==> config.mk <==
export PLATFORM = sky130hd
export DESIGN_NAME = dci_top
export DESIGN_NICKNAME = d
export VERILOG_FILES = /design/src/core/dci_top.v
export VERILOG_INCLUDE_DIRS = /design/src /design/src/pkg
export SDC_FILE = /design/constraint.sdc
export NUM_CORES = 2
export LEC_CHECK = 0
export BUFFER_PORTS_ARGS = -buffer_cell sky130_fd_sc_hd__buf_2
export CAP_MARGIN = 20
export CORE_ASPECT_RATIO = 0.6
export CORE_MARGIN = 2
export CORE_UTILIZATION = 63
export DETAILED_ROUTE_END_ITERATION = 16
export GPL_TIMING_DRIVEN = 0
export PLACE_DENSITY = 0.8
export REMOVE_ABC_BUFFERS = 1
export SLEW_MARGIN = 25
export SYNTH_ARGS = -nofsm -noshare
export SYNTH_HDL_FRONTEND = slang
export SYNTH_SLANG_ARGS = --single-unit
==> constraint.sdc <==
create_clock -name clk -period 55.4 [get_ports clk]
set_input_delay 0 -clock clk [delete_from_list [all_inputs] [get_ports clk]]
set_output_delay 0 -clock clk [all_outputs]
set_load 0.1 [all_outputs]
==> src/pkg/dci_defs.vh <==
// Constants of the display command interpreter: offsets, fields, limits.
// Assumes a 32-bit AHB-Lite slave decoding byte offsets in haddr[7:0].
// Operation
// - Dual grid on, single 8x10 grid off
// - Eight traces each switch on or off
// - Fifth trace enable refused, context error
// - Pick expand, memory or function trace target
// - Disabled picked trace gives context error
// - Gain 1.000 to 2.500, display only
// - Remote gain only attenuates, up to 2.5
// - Gain query returns factor 1 to 2.5
// - Gain/position excess clamped, adapted flag
// - Vertical shift limited to plus/minus 16 div
// - Magnifier 0 to 6, 6 means x100
// - Magnifier excess adapted, negative semantic error
// - Magnifier, position, redefine need expand trace
// - Single source position 0 to 10 div
// - Segment source position 1 to segment count
// - Redefine source: ch1, ch2, mem C/D
// - Message text up to 43 characters
// - Soft key 1 to 9, label 11 characters
// - Strings bounded by delimiter 34 or 33
// - Screen host control only after screen on
// - Screen off stops display generation
// - Intensities 0 to 170, excess adapted
// - Remote-only commands except dual grid, message and key; queries always accepted
// - Long and short headers accepted alike
`ifndef DCI_DEFS_VH
`define DCI_DEFS_VH
// Register byte offsets
`define DCI_A_CMD 8'h00
`define DCI_A_ARG 8'h04
`define DCI_A_STAT 8'h08
`define DCI_A_STATE 8'h0C
`define DCI_A_RESP 8'h10
`define DCI_A_MODE 8'h14
`define DCI_A_CHAR 8'h18
`define DCI_A_TIDX 8'h1C
`define DCI_A_TDAT 8'h20
// Command word fields
`define DCI_CMD_QRY 31
`define DCI_CMD_LONG 30
// Opcodes
`define DCI_OP_DG 4'h1
`define DCI_OP_TRC 4'h2
`define DCI_OP_SEL 4'h3
`define DCI_OP_VG 4'h4
`define DCI_OP_VP 4'h5
`define DCI_OP_TM 4'h6
`define DCI_OP_HP 4'h7
`define DCI_OP_RDF 4'h8
`define DCI_OP_MSG 4'h9
`define DCI_OP_KEY 4'hA
`define DCI_OP_SCR 4'hB
// Screen sub-commands
`define DCI_SCR_RM 3'h0
`define DCI_SCR_LC 3'h1
`define DCI_SCR_ON 3'h2
`define DCI_SCR_OFF 3'h3
`define DCI_SCR_INT 3'h4
`define DCI_SCR_GI 3'h5
// Trace indexes
`define DCI_TR_EA 3'h2
`define DCI_TR_EB 3'h3
// Status bits
`define DCI_ST_ADP 0
`define DCI_ST_ENV 1
`define DCI_ST_SEM 2
// Limits
`define DCI_TRC_MAX 4'h4
`define DCI_GAIN_MIN 16'h03E8
`define DCI_GAIN_MAX 32'h000009C4
`define DCI_VPOS_MIN 32'hFFFFF9C0
`define DCI_VPOS_MAX 32'h00000640
`define DCI_MAG_MAX 32'h00000006
`define DCI_HPOS_MAX 32'h000061A8
`define DCI_SEG_MIN 32'h00000001
`define DCI_SRC_MAX 32'h00000003
`define DCI_INT_MAX 32'h000000AA
`define DCI_KEY_MIN 32'h00000001
`define DCI_KEY_MAX 32'h00000009
`define DCI_MSG_LEN 6'h2B
`define DCI_KEY_LEN 6'h0B
`define DCI_TXT_SIZE 8'h8E
`define DCI_DELIM_DEF 8'h22
`define DCI_DELIM_ALT 8'h21
// Reset values
`define DCI_RST_TRACE 8'h01
`define DCI_RST_INT 8'h80
`define DCI_RST_SEG 8'h08
// Timing
`define DCI_DISP_GEN_MS 100
`define DCI_CLK_KHZ 100000
`endif

==> src/core/dci_top.v <==
// Display command interpreter: AHB-Lite slave running display
// commands; keeps per-trace state and text.
// Assumes clk at 100 MHz, remote_state from an unrelated domain.
//
// The implementer's own choices: the AHB-Lite slave port and the address map.
`timescale 1ns/1ps
`include "dci_defs.vh"
module dci_top #(
    parameter [23:0] DISP_GEN_CYC = `DCI_DISP_GEN_MS * `DCI_CLK_KHZ
)(
    input wire clk,
    input wire reset,
    input wire hsel,
    input wire [31:0] haddr,
    input wire [1:0] htrans,
    input wire hwrite,
    input wire [2:0] hsize,
    input wire [31:0] hwdata,
    input wire hready,
    output wire hreadyout,
    output wire hresp,
    output wire [31:0] hrdata,
    input wire remote_state,
    output wire dual_grid_display,
    output wire trace_chan1_enable,
    output wire trace_chan2_enable,
    output wire trace_expand_a_enable,
    output wire trace_expand_b_enable,
    output wire trace_memory_c_enable,
    output wire trace_memory_d_enable,
    output wire trace_function_e_enable,
    output wire trace_function_f_enable,
    output wire display_gen_en,
    output wire display_regen_busy,
    output wire [7:0] display_intensity,
    output wire [7:0] grid_brightness,
    output wire value_adapted,
    output wire illegal_context_flag
);
    // String capture states
    localparam [1:0] STR_IDLE = 2'h0;
    localparam [1:0] STR_OPEN = 2'h1;
    localparam [1:0] STR_BODY = 2'h2;

    // Number of enabled traces
    function [3:0] dci_cnt;
        input [7:0] t;
        integer i;
        begin
            dci_cnt = 4'h0;
            for (i = 0; i < 8; i = i + 1) begin
                dci_cnt = dci_cnt + {3'h0, t[i]};
            end
        end
    endfunction

    // Signed clamp into [lo, hi]
    function [31:0] dci_clamp;
        input signed [31:0] v;
        input signed [31:0] lo;
        input signed [31:0] hi;
        begin
            if (v < lo) begin
                dci_clamp = lo;
            end else if (v > hi) begin
                dci_clamp = hi;
            end else begin
                dci_clamp = v;
            end
        end
    endfunction

    // Signed range violation
    function dci_oor;
        input signed [31:0] v;
        input signed [31:0] lo;
        input signed [31:0] hi;
        begin
            dci_oor = (v < lo) || (v > hi);
        end
    endfunction

    // Text start of slot: 0 message, 1..9 keys
    function [7:0] dci_base;
        input [3:0] k;
        reg [7:0] p;
        begin
            p = {4'h0, k} - 8'h01;
            if (k == 4'h0) begin
                dci_base = 8'h00;
            end else begin
                dci_base = {2'h0, `DCI_MSG_LEN} + p * {2'h0, `DCI_KEY_LEN};
            end
        end
    endfunction

    // Bus capture
    reg [7:0] addr_ff; // Data-phase offset
    reg wr_ff; // Data-phase write pending
    reg [31:0] rdata_ff; // Read data
    // Remote pin synchroniser
    reg rem_s1_ff;
    reg rem_s2_ff;
    // Software registers
    reg [31:0] arg_ff; // Signed command argument
    reg [31:0] mode_ff; // Delimiter, segment count, source kind
    reg [2:0] stat_ff; // Sticky status
    reg [31:0] resp_ff; // Query answer
    reg [7:0] tidx_ff; // Text read index
    // Display state
    reg dual_ff;
    reg [7:0] trace_ff;
    reg [2:0] pick_ff;
    reg scr_rm_ff; // Screen REMOTE requested
    reg host_ff; // Screen under host control
    reg scr_on_ff;
    reg [7:0] inten_ff;
    reg [7:0] gridb_ff;
    reg [23:0] regen_ff; // Generation time left
    // String capture
    reg [1:0] str_ff;
    reg [3:0] slot_ff; // 0 message, else key number
    reg [5:0] len_ff;
    reg [5:0] msg_len_ff;
    // Per-trace and text storage
    reg [15:0] gain_ff [0:7];
    reg [15:0] vpos_ff [0:7];
    reg [2:0] mag_ff [0:7];
    reg [15:0] hpos_ff [0:7];
    reg [1:0] src_ff [0:7];
    reg [5:0] klen_ff [0:8];
    reg [7:0] txt_ff [0:141];

    // Next values and strobes
    reg [31:0] nxt_rdata, nxt_arg, nxt_mode, nxt_resp;
    reg [2:0] nxt_stat, st_set;
    reg [7:0] nxt_tidx, nxt_trace, nxt_inten, nxt_gridb;
    reg nxt_dual, nxt_scr_rm, nxt_host, nxt_scr_on;
    reg [2:0] nxt_pick;
    reg [23:0] nxt_regen;
    reg [1:0] nxt_str;
    reg [3:0] nxt_slot;
    reg [5:0] nxt_len, nxt_msg_len, lmax;
    reg we_gain, we_vpos, we_mag, we_hpos, we_src, we_txt, we_klen;
    reg [15:0] par_val;
    reg [7:0] txt_idx;
    reg [31:0] cv;

    wire ap = hsel & htrans[1] & hready; // Valid address phase
    wire ex = wr_ff && (addr_ff == `DCI_A_CMD); // Command execute
    wire chw = wr_ff && (addr_ff == `DCI_A_CHAR); // Character write
    wire [3:0] op = hwdata[3:0];
    wire [2:0] tgt = hwdata[10:8];
    wire qry = hwdata[`DCI_CMD_QRY];
    wire [31:0] av = arg_ff;
    wire [7:0] ch = hwdata[7:0];
    wire pick_on = trace_ff[pick_ff];
    wire pick_exp = (pick_ff == `DCI_TR_EA) || (pick_ff == `DCI_TR_EB);

    // Zero-wait OKAY answer
    assign hreadyout = 1'b1;
    assign hresp = 1'b0;
    assign hrdata = rdata_ff;

    // Command, string and bus decode
    always @* begin
        nxt_rdata = rdata_ff;
        nxt_arg = arg_ff;
        nxt_mode = mode_ff;
        nxt_resp = resp_ff;
        nxt_tidx = tidx_ff;
        nxt_dual = dual_ff;
        nxt_trace = trace_ff;
        nxt_pick = pick_ff;
        nxt_scr_rm = scr_rm_ff;
        nxt_host = host_ff & rem_s2_ff; // Leaving remote drops host
        nxt_scr_on = scr_on_ff;
        nxt_inten = inten_ff;
        nxt_gridb = gridb_ff;
        nxt_regen = (regen_ff != 24'h0) ? regen_ff - 24'h1 : regen_ff;
        nxt_str = str_ff;
        nxt_slot = slot_ff;
        nxt_len = len_ff;
        nxt_msg_len = msg_len_ff;
        st_set = 3'h0;
        {we_gain, we_vpos, we_mag, we_hpos, we_src, we_txt, we_klen} = 7'h00;
        par_val = 16'h0000;
        txt_idx = 8'h00;
        cv = 32'h0;
        lmax = (slot_ff == 4'h0) ? `DCI_MSG_LEN : `DCI_KEY_LEN;
        // Read data latched at address phase
        if (ap && !hwrite) begin
            case (haddr[7:0])
                `DCI_A_ARG: nxt_rdata = arg_ff;
                `DCI_A_STAT: nxt_rdata = {29'h0, stat_ff};
                `DCI_A_STATE: nxt_rdata = {8'h0, regen_ff != 24'h0, str_ff != STR_IDLE,
                    host_ff, scr_rm_ff, scr_on_ff, pick_ff, dual_ff, 4'h0, trace_ff};
                `DCI_A_RESP: nxt_rdata = resp_ff;
                `DCI_A_MODE: nxt_rdata = mode_ff;
                `DCI_A_TIDX: nxt_rdata = {24'h0, tidx_ff};
                `DCI_A_TDAT: nxt_rdata = (tidx_ff < `DCI_TXT_SIZE) ?
                    {24'h0, txt_ff[tidx_ff]} : 32'h0;
                default: nxt_rdata = 32'h0; // Unmapped reads as zero
            endcase
        end
        // Plain register writes
        if (wr_ff) begin
            case (addr_ff)
                `DCI_A_ARG: nxt_arg = hwdata;
                `DCI_A_MODE: nxt_mode = {15'h0, hwdata[16:0]};
                `DCI_A_TIDX: nxt_tidx = hwdata[7:0];
                default: nxt_arg = arg_ff;
            endcase
        end
        // Commands; header form bit ignored
        if (ex && qry) begin
            // Queries answer in any state
            case (op)
                `DCI_OP_DG: nxt_resp = {31'h0, dual_ff};
                `DCI_OP_TRC: nxt_resp = {31'h0, trace_ff[tgt]};
                `DCI_OP_SEL: nxt_resp = {29'h0, pick_ff};
                `DCI_OP_VG: nxt_resp = {16'h0, gain_ff[pick_ff]};
                `DCI_OP_VP: nxt_resp = {{16{vpos_ff[pick_ff][15]}}, vpos_ff[pick_ff]};
                `DCI_OP_TM: nxt_resp = {29'h0, mag_ff[pick_ff]};
                `DCI_OP_HP: nxt_resp = {16'h0, hpos_ff[pick_ff]};
                `DCI_OP_RDF: nxt_resp = {30'h0, src_ff[pick_ff]};
                `DCI_OP_SCR: nxt_resp = (tgt == `DCI_SCR_INT) ? {24'h0, inten_ff} :
                    (tgt == `DCI_SCR_GI) ? {24'h0, gridb_ff} :
                    {29'h0, host_ff, scr_rm_ff, scr_on_ff};
                default: nxt_resp = 32'h0;
            endcase
        end else if (ex && !rem_s2_ff && op != `DCI_OP_DG && op != `DCI_OP_MSG
                && op != `DCI_OP_KEY) begin
            st_set[`DCI_ST_ENV] = 1'b1; // Setting while local
        end else if (ex) begin
            case (op)
                `DCI_OP_DG: nxt_dual = av[0];
                `DCI_OP_TRC: begin
                    if (av[0] && !trace_ff[tgt] && dci_cnt(trace_ff) >= `DCI_TRC_MAX) begin
                        st_set[`DCI_ST_ENV] = 1'b1;
                    end else begin
                        nxt_trace[tgt] = av[0];
                    end
                end
                `DCI_OP_SEL: begin
                    if (tgt < `DCI_TR_EA) begin
                        st_set[`DCI_ST_SEM] = 1'b1; // Channels not pickable
                    end else if (!trace_ff[tgt]) begin
                        st_set[`DCI_ST_ENV] = 1'b1;
                    end else begin
                        nxt_pick = tgt;
                    end
                end
                `DCI_OP_MSG: begin
                    nxt_str = STR_OPEN;
                    nxt_slot = 4'h0;
                end
                `DCI_OP_KEY: begin
                    if (dci_oor(av, `DCI_KEY_MIN, `DCI_KEY_MAX)) begin
                        st_set[`DCI_ST_SEM] = 1'b1;
                    end else begin
                        nxt_str = STR_OPEN;
                        nxt_slot = av[3:0];
                    end
                end
                `DCI_OP_SCR: begin
                    case (tgt)
                        `DCI_SCR_RM: nxt_scr_rm = 1'b1;
                        `DCI_SCR_LC: begin
                            nxt_scr_rm = 1'b0;
                            nxt_host = 1'b0;
                        end
                        `DCI_SCR_ON: begin
                            nxt_host = 1'b1; // Host takes the screen
                            nxt_scr_on = 1'b1;
                            nxt_regen = DISP_GEN_CYC;
                        end
                        default: begin
                            cv = dci_clamp(av, 32'h0, `DCI_INT_MAX);
                            if (!host_ff) begin
                                st_set[`DCI_ST_ENV] = 1'b1;
                            end else if (tgt == `DCI_SCR_OFF) begin
                                nxt_scr_on = 1'b0;
                            end else begin
                                st_set[`DCI_ST_ADP] = dci_oor(av, 32'h0, `DCI_INT_MAX);
                                if (tgt == `DCI_SCR_INT) begin
                                    nxt_inten = cv[7:0];
                                end else begin
                                    nxt_gridb = cv[7:0];
                                end
                            end
                        end
                    endcase
                end
                default: begin
                    // Commands on the picked trace
                    if (!pick_on) begin
                        st_set[`DCI_ST_ENV] = 1'b1;
                    end else if (op >= `DCI_OP_TM && !pick_exp) begin
                        st_set[`DCI_ST_ENV] = 1'b1;
                    end else begin
                        case (op)
                            `DCI_OP_VG: begin
                                // Floor of 1.000 blocks any enlargement
                                cv = dci_clamp(av, `DCI_GAIN_MIN, `DCI_GAIN_MAX);
                                st_set[`DCI_ST_ADP] = dci_oor(av, `DCI_GAIN_MIN,
                                    `DCI_GAIN_MAX);
                                we_gain = 1'b1;
                            end
                            `DCI_OP_VP: begin
                                cv = dci_clamp(av, `DCI_VPOS_MIN, `DCI_VPOS_MAX);
                                st_set[`DCI_ST_ADP] = dci_oor(av, `DCI_VPOS_MIN,
                                    `DCI_VPOS_MAX);
                                we_vpos = 1'b1;
                            end
                            `DCI_OP_TM: begin
                                cv = dci_clamp(av, 32'h0, `DCI_MAG_MAX);
                                st_set[`DCI_ST_SEM] = av[31];
                                st_set[`DCI_ST_ADP] = !av[31] && dci_oor(av, 32'h0,
                                    `DCI_MAG_MAX);
                                we_mag = !av[31];
                            end
                            `DCI_OP_HP: begin
                                if (mode_ff[16]) begin
                                    cv = dci_clamp(av, `DCI_SEG_MIN, {24'h0, mode_ff[15:8]});
                                    st_set[`DCI_ST_SEM] = av[31] || av == 32'h0;
                                    st_set[`DCI_ST_ADP] = !st_set[`DCI_ST_SEM] &&
                                        dci_oor(av, `DCI_SEG_MIN, {24'h0, mode_ff[15:8]});
                                    we_hpos = !st_set[`DCI_ST_SEM];
                                end else begin
                                    cv = dci_clamp(av, 32'h0, `DCI_HPOS_MAX);
                                    st_set[`DCI_ST_ADP] = dci_oor(av, 32'h0,
                                        `DCI_HPOS_MAX);
                                    we_hpos = 1'b1;
                                end
                            end
                            `DCI_OP_RDF: begin
                                cv = av;
                                st_set[`DCI_ST_SEM] = dci_oor(av, 32'h0, `DCI_SRC_MAX);
                                we_src = !st_set[`DCI_ST_SEM];
                            end
                            default: st_set[`DCI_ST_SEM] = 1'b1; // Unknown opcode
                        endcase
                        par_val = cv[15:0];
                    end
                end
            endcase
        end
        // String characters; dropped while idle
        if (chw) begin
            case (str_ff)
                STR_OPEN: begin
                    if (ch == mode_ff[7:0]) begin
                        nxt_str = STR_BODY;
                        nxt_len = 6'h0;
                    end else begin
                        nxt_str = STR_IDLE; // Foreign delimiter
                        st_set[`DCI_ST_SEM] = 1'b1;
                    end
                end
                STR_BODY: begin
                    if (ch == mode_ff[7:0]) begin
                        nxt_str = STR_IDLE; // Closing delimiter
                        nxt_msg_len = (slot_ff == 4'h0) ? len_ff : msg_len_ff;
                        we_klen = (slot_ff != 4'h0);
                    end else if (len_ff < lmax) begin
                        we_txt = 1'b1;
                        txt_idx = dci_base(slot_ff) + {2'h0, len_ff};
                        nxt_len = len_ff + 6'h1;
                    end else begin
                        st_set[`DCI_ST_ADP] = 1'b1; // Overlong text truncated
                    end
                end
                default: nxt_str = STR_IDLE;
            endcase
        end
        // Set wins over read-clear
        nxt_stat = ((ap && !hwrite && haddr[7:0] == `DCI_A_STAT) ? 3'h0 : stat_ff) | st_set;
    end

    // Scalar registers
    always @(posedge clk or posedge reset) begin
        if (reset) begin
            addr_ff <= 8'h00;
            wr_ff <= 1'b0;
            rdata_ff <= 32'h0;
            rem_s1_ff <= 1'b0;
            rem_s2_ff <= 1'b0;
            arg_ff <= 32'h0;
            mode_ff <= {16'h0, `DCI_RST_SEG, `DCI_DELIM_DEF};
            stat_ff <= 3'h0;
            resp_ff <= 32'h0;
            tidx_ff <= 8'h00;
            dual_ff <= 1'b0;
            trace_ff <= `DCI_RST_TRACE;
            pick_ff <= `DCI_TR_EA;
            scr_rm_ff <= 1'b0;
            host_ff <= 1'b0;
            scr_on_ff <= 1'b1;
            inten_ff <= `DCI_RST_INT;
            gridb_ff <= `DCI_RST_INT;
            regen_ff <= 24'h0;
            str_ff <= STR_IDLE;
            slot_ff <= 4'h0;
            len_ff <= 6'h0;
            msg_len_ff <= 6'h0;
        end else begin
            addr_ff <= haddr[7:0];
            wr_ff <= ap & hwrite;
            rdata_ff <= nxt_rdata;
            rem_s1_ff <= remote_state;
            rem_s2_ff <= rem_s1_ff;
            arg_ff <= nxt_arg;
            mode_ff <= nxt_mode;
            stat_ff <= nxt_stat;
            resp_ff <= nxt_resp;
            tidx_ff <= nxt_tidx;
            dual_ff <= nxt_dual;
            trace_ff <= nxt_trace;
            pick_ff <= nxt_pick;
            scr_rm_ff <= nxt_scr_rm;
            host_ff <= nxt_host;
            scr_on_ff <= nxt_scr_on;
            inten_ff <= nxt_inten;
            gridb_ff <= nxt_gridb;
            regen_ff <= nxt_regen;
            str_ff <= nxt_str;
            slot_ff <= nxt_slot;
            len_ff <= nxt_len;
            msg_len_ff <= nxt_msg_len;
        end
    end

    // Per-trace and text storage
    always @(posedge clk or posedge reset) begin : store
        integer i;
        if (reset) begin
            for (i = 0; i < 8; i = i + 1) begin
                gain_ff[i] <= `DCI_GAIN_MIN;
                vpos_ff[i] <= 16'h0000;
                mag_ff[i] <= 3'h0;
                hpos_ff[i] <= 16'h0000;
                src_ff[i] <= 2'h0;
            end
            for (i = 0; i < 9; i = i + 1) begin
                klen_ff[i] <= 6'h0;
            end
            for (i = 0; i < 142; i = i + 1) begin
                txt_ff[i] <= 8'h00;
            end
        end else begin
            if (we_gain) gain_ff[pick_ff] <= par_val;
            if (we_vpos) vpos_ff[pick_ff] <= par_val;
            if (we_mag) mag_ff[pick_ff] <= par_val[2:0];
            if (we_hpos) hpos_ff[pick_ff] <= par_val;
            if (we_src) src_ff[pick_ff] <= par_val[1:0];
            if (we_klen) klen_ff[slot_ff - 4'h1] <= len_ff;
            if (we_txt) txt_ff[txt_idx] <= ch;
        end
    end

    // Display-facing outputs
    assign dual_grid_display = dual_ff;
    assign trace_chan1_enable = trace_ff[0];
    assign trace_chan2_enable = trace_ff[1];
    assign trace_expand_a_enable = trace_ff[2];
    assign trace_expand_b_enable = trace_ff[3];
    assign trace_memory_c_enable = trace_ff[4];
    assign trace_memory_d_enable = trace_ff[5];
    assign trace_function_e_enable = trace_ff[6];
    assign trace_function_f_enable = trace_ff[7];
    // Local control keeps the screen running
    assign display_gen_en = host_ff ? scr_on_ff : 1'b1;
    assign display_regen_busy = (regen_ff != 24'h0);
    assign display_intensity = inten_ff;
    assign grid_brightness = gridb_ff;
    assign value_adapted = stat_ff[`DCI_ST_ADP];
    assign illegal_context_flag = stat_ff[`DCI_ST_ENV];
endmodule // dci_top

==> out/metrics.cfg <==
[route]
dr.first_iter.drc_count = 7824
route.detailed.drc = 0
first_pass_iters = 7
wl_um = 247000
drtAntennaViolNets = 0
post_drt_wl_per_cell_um = 30.6
vias_per_cell = 7.00
num_vias = 56600

[setup_path]
path_max_fanout = 9
critPathArrivalTime_ns = 7.73
worstSetupPathType = register to register
r2r_cells = 18
cp.required_ns = 56.07
crit_start = slot_ff[0]$_DFFE_PP0P_
worstReg2RegEnd = txt_ff[477]$_DFFE_PP0P_
worstReg2RegStart = slot_ff[0]$_DFFE_PP0P_
crit_path_end_kind = register
cp-start-kind = register
r2r_slack_ns = 48.34

[final_layout]
area_growth_pct = 11.7
stdcell_area_mm2 = 0.0922
layout-drive-gt1-share_pct = 35.7
final_nets = 6346
stdcell_count = 8080

[synth]
yosys_warnings = 0
ys_types = 101
postSynthCellCount = 6339
synth.top_cell.area_share_pct = 51.3
synthFlopType = dfrtp_1
synthTopCellsByCount = dfrtp_1, mux2_2, clkbuf_1
synth_edf_count = 0
synth_most_common_cell = dfrtp_1
ys_seq_elements = 1747
yosysTopAreaCell = dfrtp_1
synth.area.top_cells = dfrtp_1, mux2_2, mux4_2
ys_seq_area_share_pct = 53.0
synthArstFlopShare_pct = 100
syn-mean-instance-area_um2 = 13.0
syn_area_mm2 = 0.0825

[outcome]
status = complete, no violations

[clock_tree]
worst_setup_hold_path_clk_slew_ns = 0.07
cts_htree_levels = 4
root_buffer = clkbuf_16
clock_latency_ns = 0.81
cts_made_buffers = 157
cts_hold_buf = 76
cts_sinks = 1747
cts_max_path_buffers = 3
cts_tree = done
cts_setup_buffers = 0
postCtsResizedCells = 0

[floorplanning]
io_pins = 138
dieArea_mm2 = 0.134
die_w_um = 471
die_h_um = 284
rows = 102
core-area_mm2 = 0.130
start_util_pct = 63.7

[global_route]
grt_pass1_wl_um = 372000
grt_overflow = 0
grt_max_degree = 106
antenna_found_initial = 16
grt_pass1_vias = 57100
grt_usage_pct = 37.1

[power]
switching_share_pct = 23.5
power_frac_seq_pct = 50.0
p_switching_uw = 605
leakagePower_nw = 42.9
power_frac_clock_pct = 45.2
comb_power_share_pct = 4.8
p_int_mw = 1.97
ir_drop_mv = 0.0324
power_mw = 2.58
powerDensity_mw_per_mm2 = 27.9

[sta]
finalHoldViolations = 0
drv_slew = 0
rsz0062_at_grt = no
tightest_slew_ns = 1.18
period_needed_ns = 7.06
setup_viol = 0
finalCritPeriodShare_pct = 12.7
maxSlewHeadroom_pct = 20.9
fin_worst_skew_ns = 0.0327
fmax_mhz = 142
finalWorstSetupSlack_ns = 48.34
tns_ns = 0

[place]
hpwl_um = 165000
port_buffers = 107
place_congestion = 1.00
dp.cells = 7707
placement.cell_area_mm2 = 0.0859
dp_slack_ns = 48.52

[worst_hold_path]
holdPathStages = 3
hold_class = primary input to register
whs_endpoint = arg_ff[31]$_DFFE_PP0P_
hold_start = hwdata[31]

[job]
maxCapViolCount = 0

-- cell type report --
type                            instances  area [um^2]
Clock buffer                          237         4710
Multi-Input combinational cell       3922        36500
Tap cell                             1716         2150
Fill cell                            8315        37300
Inverter                               66          255
Sequential cell                      1747        43800
Clock inverter                         54          754
Antenna cell                            4         10.0
Timing Repair Buffer                  334         4020
-- through the flow --
step	utilization (%)	hold slack (ns)
after floorplan	-	0.0314
after global placement	63.9	0.110
after detailed placement	66.3	0.0650
after CTS	71.1	0.0208
after global routing	71.2	0.0714
final	71.2	0.0735
-- metal layers --
layer / GRT usage (%) / part of all wire, %
met1: 55.0 / 42
met2: 49.1 / 41
met3: 16.9 / 15
met4: 10.4 / 2.7
met5: 0 / 0.029
-- worst max-delay path by stage --
| stage | end | slack [ns] | depth (start not counted) |
|---|---|---|---|
| floorplan | addr_ff[0]$_DFF_PP0_ | 6.18 | 1 |
| global placement | txt_ff[130]$_DFFE_PP0P_ | -9.94 | 2 |
| detailed placement | txt_ff[88]$_DFFE_PP0P_ | 48.52 | 18 |
| CTS | txt_ff[107]$_DFFE_PP0P_ | 48.48 | 18 |
| global route | txt_ff[15]$_DFFE_PP0P_ | 48.16 | 18 |
| finish | txt_ff[477]$_DFFE_PP0P_ | 48.34 | 18 |
-- layout by cell type (no fill, tap or decap), types with 44 or more instances in the layout --
cell,count
mux4_2,244
nor2b_1,50
mux2_1,81
dlygate4sd3_1,76
a21oi_1,196
dfrtp_1,1681
nor3_1,59
a22oi_1,44
nand3_1,67
mux2_2,1236
inv_1,61
nand3_2,60
nand2_1,325
a31oi_1,54
buf_2,127
o22ai_1,48
clkbuf_16,162
o21ai_0,239
buf_16,61
nor2_1,218
o21a_1,45
a221oi_1,53
dfstp_2,55
mux2i_1,263
-- power groups by stage --
stage               clock [mW]  sequential, mW  combinational (mW)
CTS                       1.17            1.29               0.122
floorplan                    0            1.32              0.0570
global route              1.22            1.29               0.132
finish                    1.17            1.29               0.124
global placement             0            1.33               0.102
detailed placement           0            1.31               0.117
-- flip-flops by register name, indices dropped and copies added (netlist names), 4 cells and up --
register	cells
mag_ff	24
vpos_ff	128
tidx_ff	8
addr_ff	8
trace_ff	8
gain_ff	128
grid_brightness	8
regen_ff	24
hrdata	32
resp_ff	17
hpos_ff	128
slot_ff	4
txt_ff	1136
src_ff	16
mode_ff	17
len_ff	6
arg_ff	32
display_intensity	8
-- cell families (layout without fill, tap and decap cells) --
logic type | count (synthesis) | in the layout | synth area share, %
flip-flops | 1747 | 1747 | 53.0
XOR/XNOR | 39 | 39 | 0.423
AND/OR/NAND/NOR | 1065 | 1065 | 7.10
buffers and inverters | 670 | 691 | 3.28
adder cells (fa/ha/maj) | 43 | 43 | 0.725
other | 2 | 6 | 0.00910
multiplexers | 1825 | 1825 | 27.8
AO/OA/AOI/OAI | 948 | 948 | 7.58
-- worst max-delay path: stages, from the launching register on --
cell,delay (ns)
dfrtp_1,0.53
inv_1,0.17
ha_1,0.24
nor3b_4,0.44
ha_1,0.34
xor2_1,0.19
fa_1,0.53
ha_1,0.38
o21ai_0,0.17
nor2_1,0.08
nor3_1,0.30
ha_1,0.33
a21oi_1,0.67
xnor2_2,0.24
buf_6,0.22
buf_6,0.17
nor3_1,0.93
nand3_2,0.54
mux2_2,0.44
Note: power is estimated with default switching activity, not from simulation.
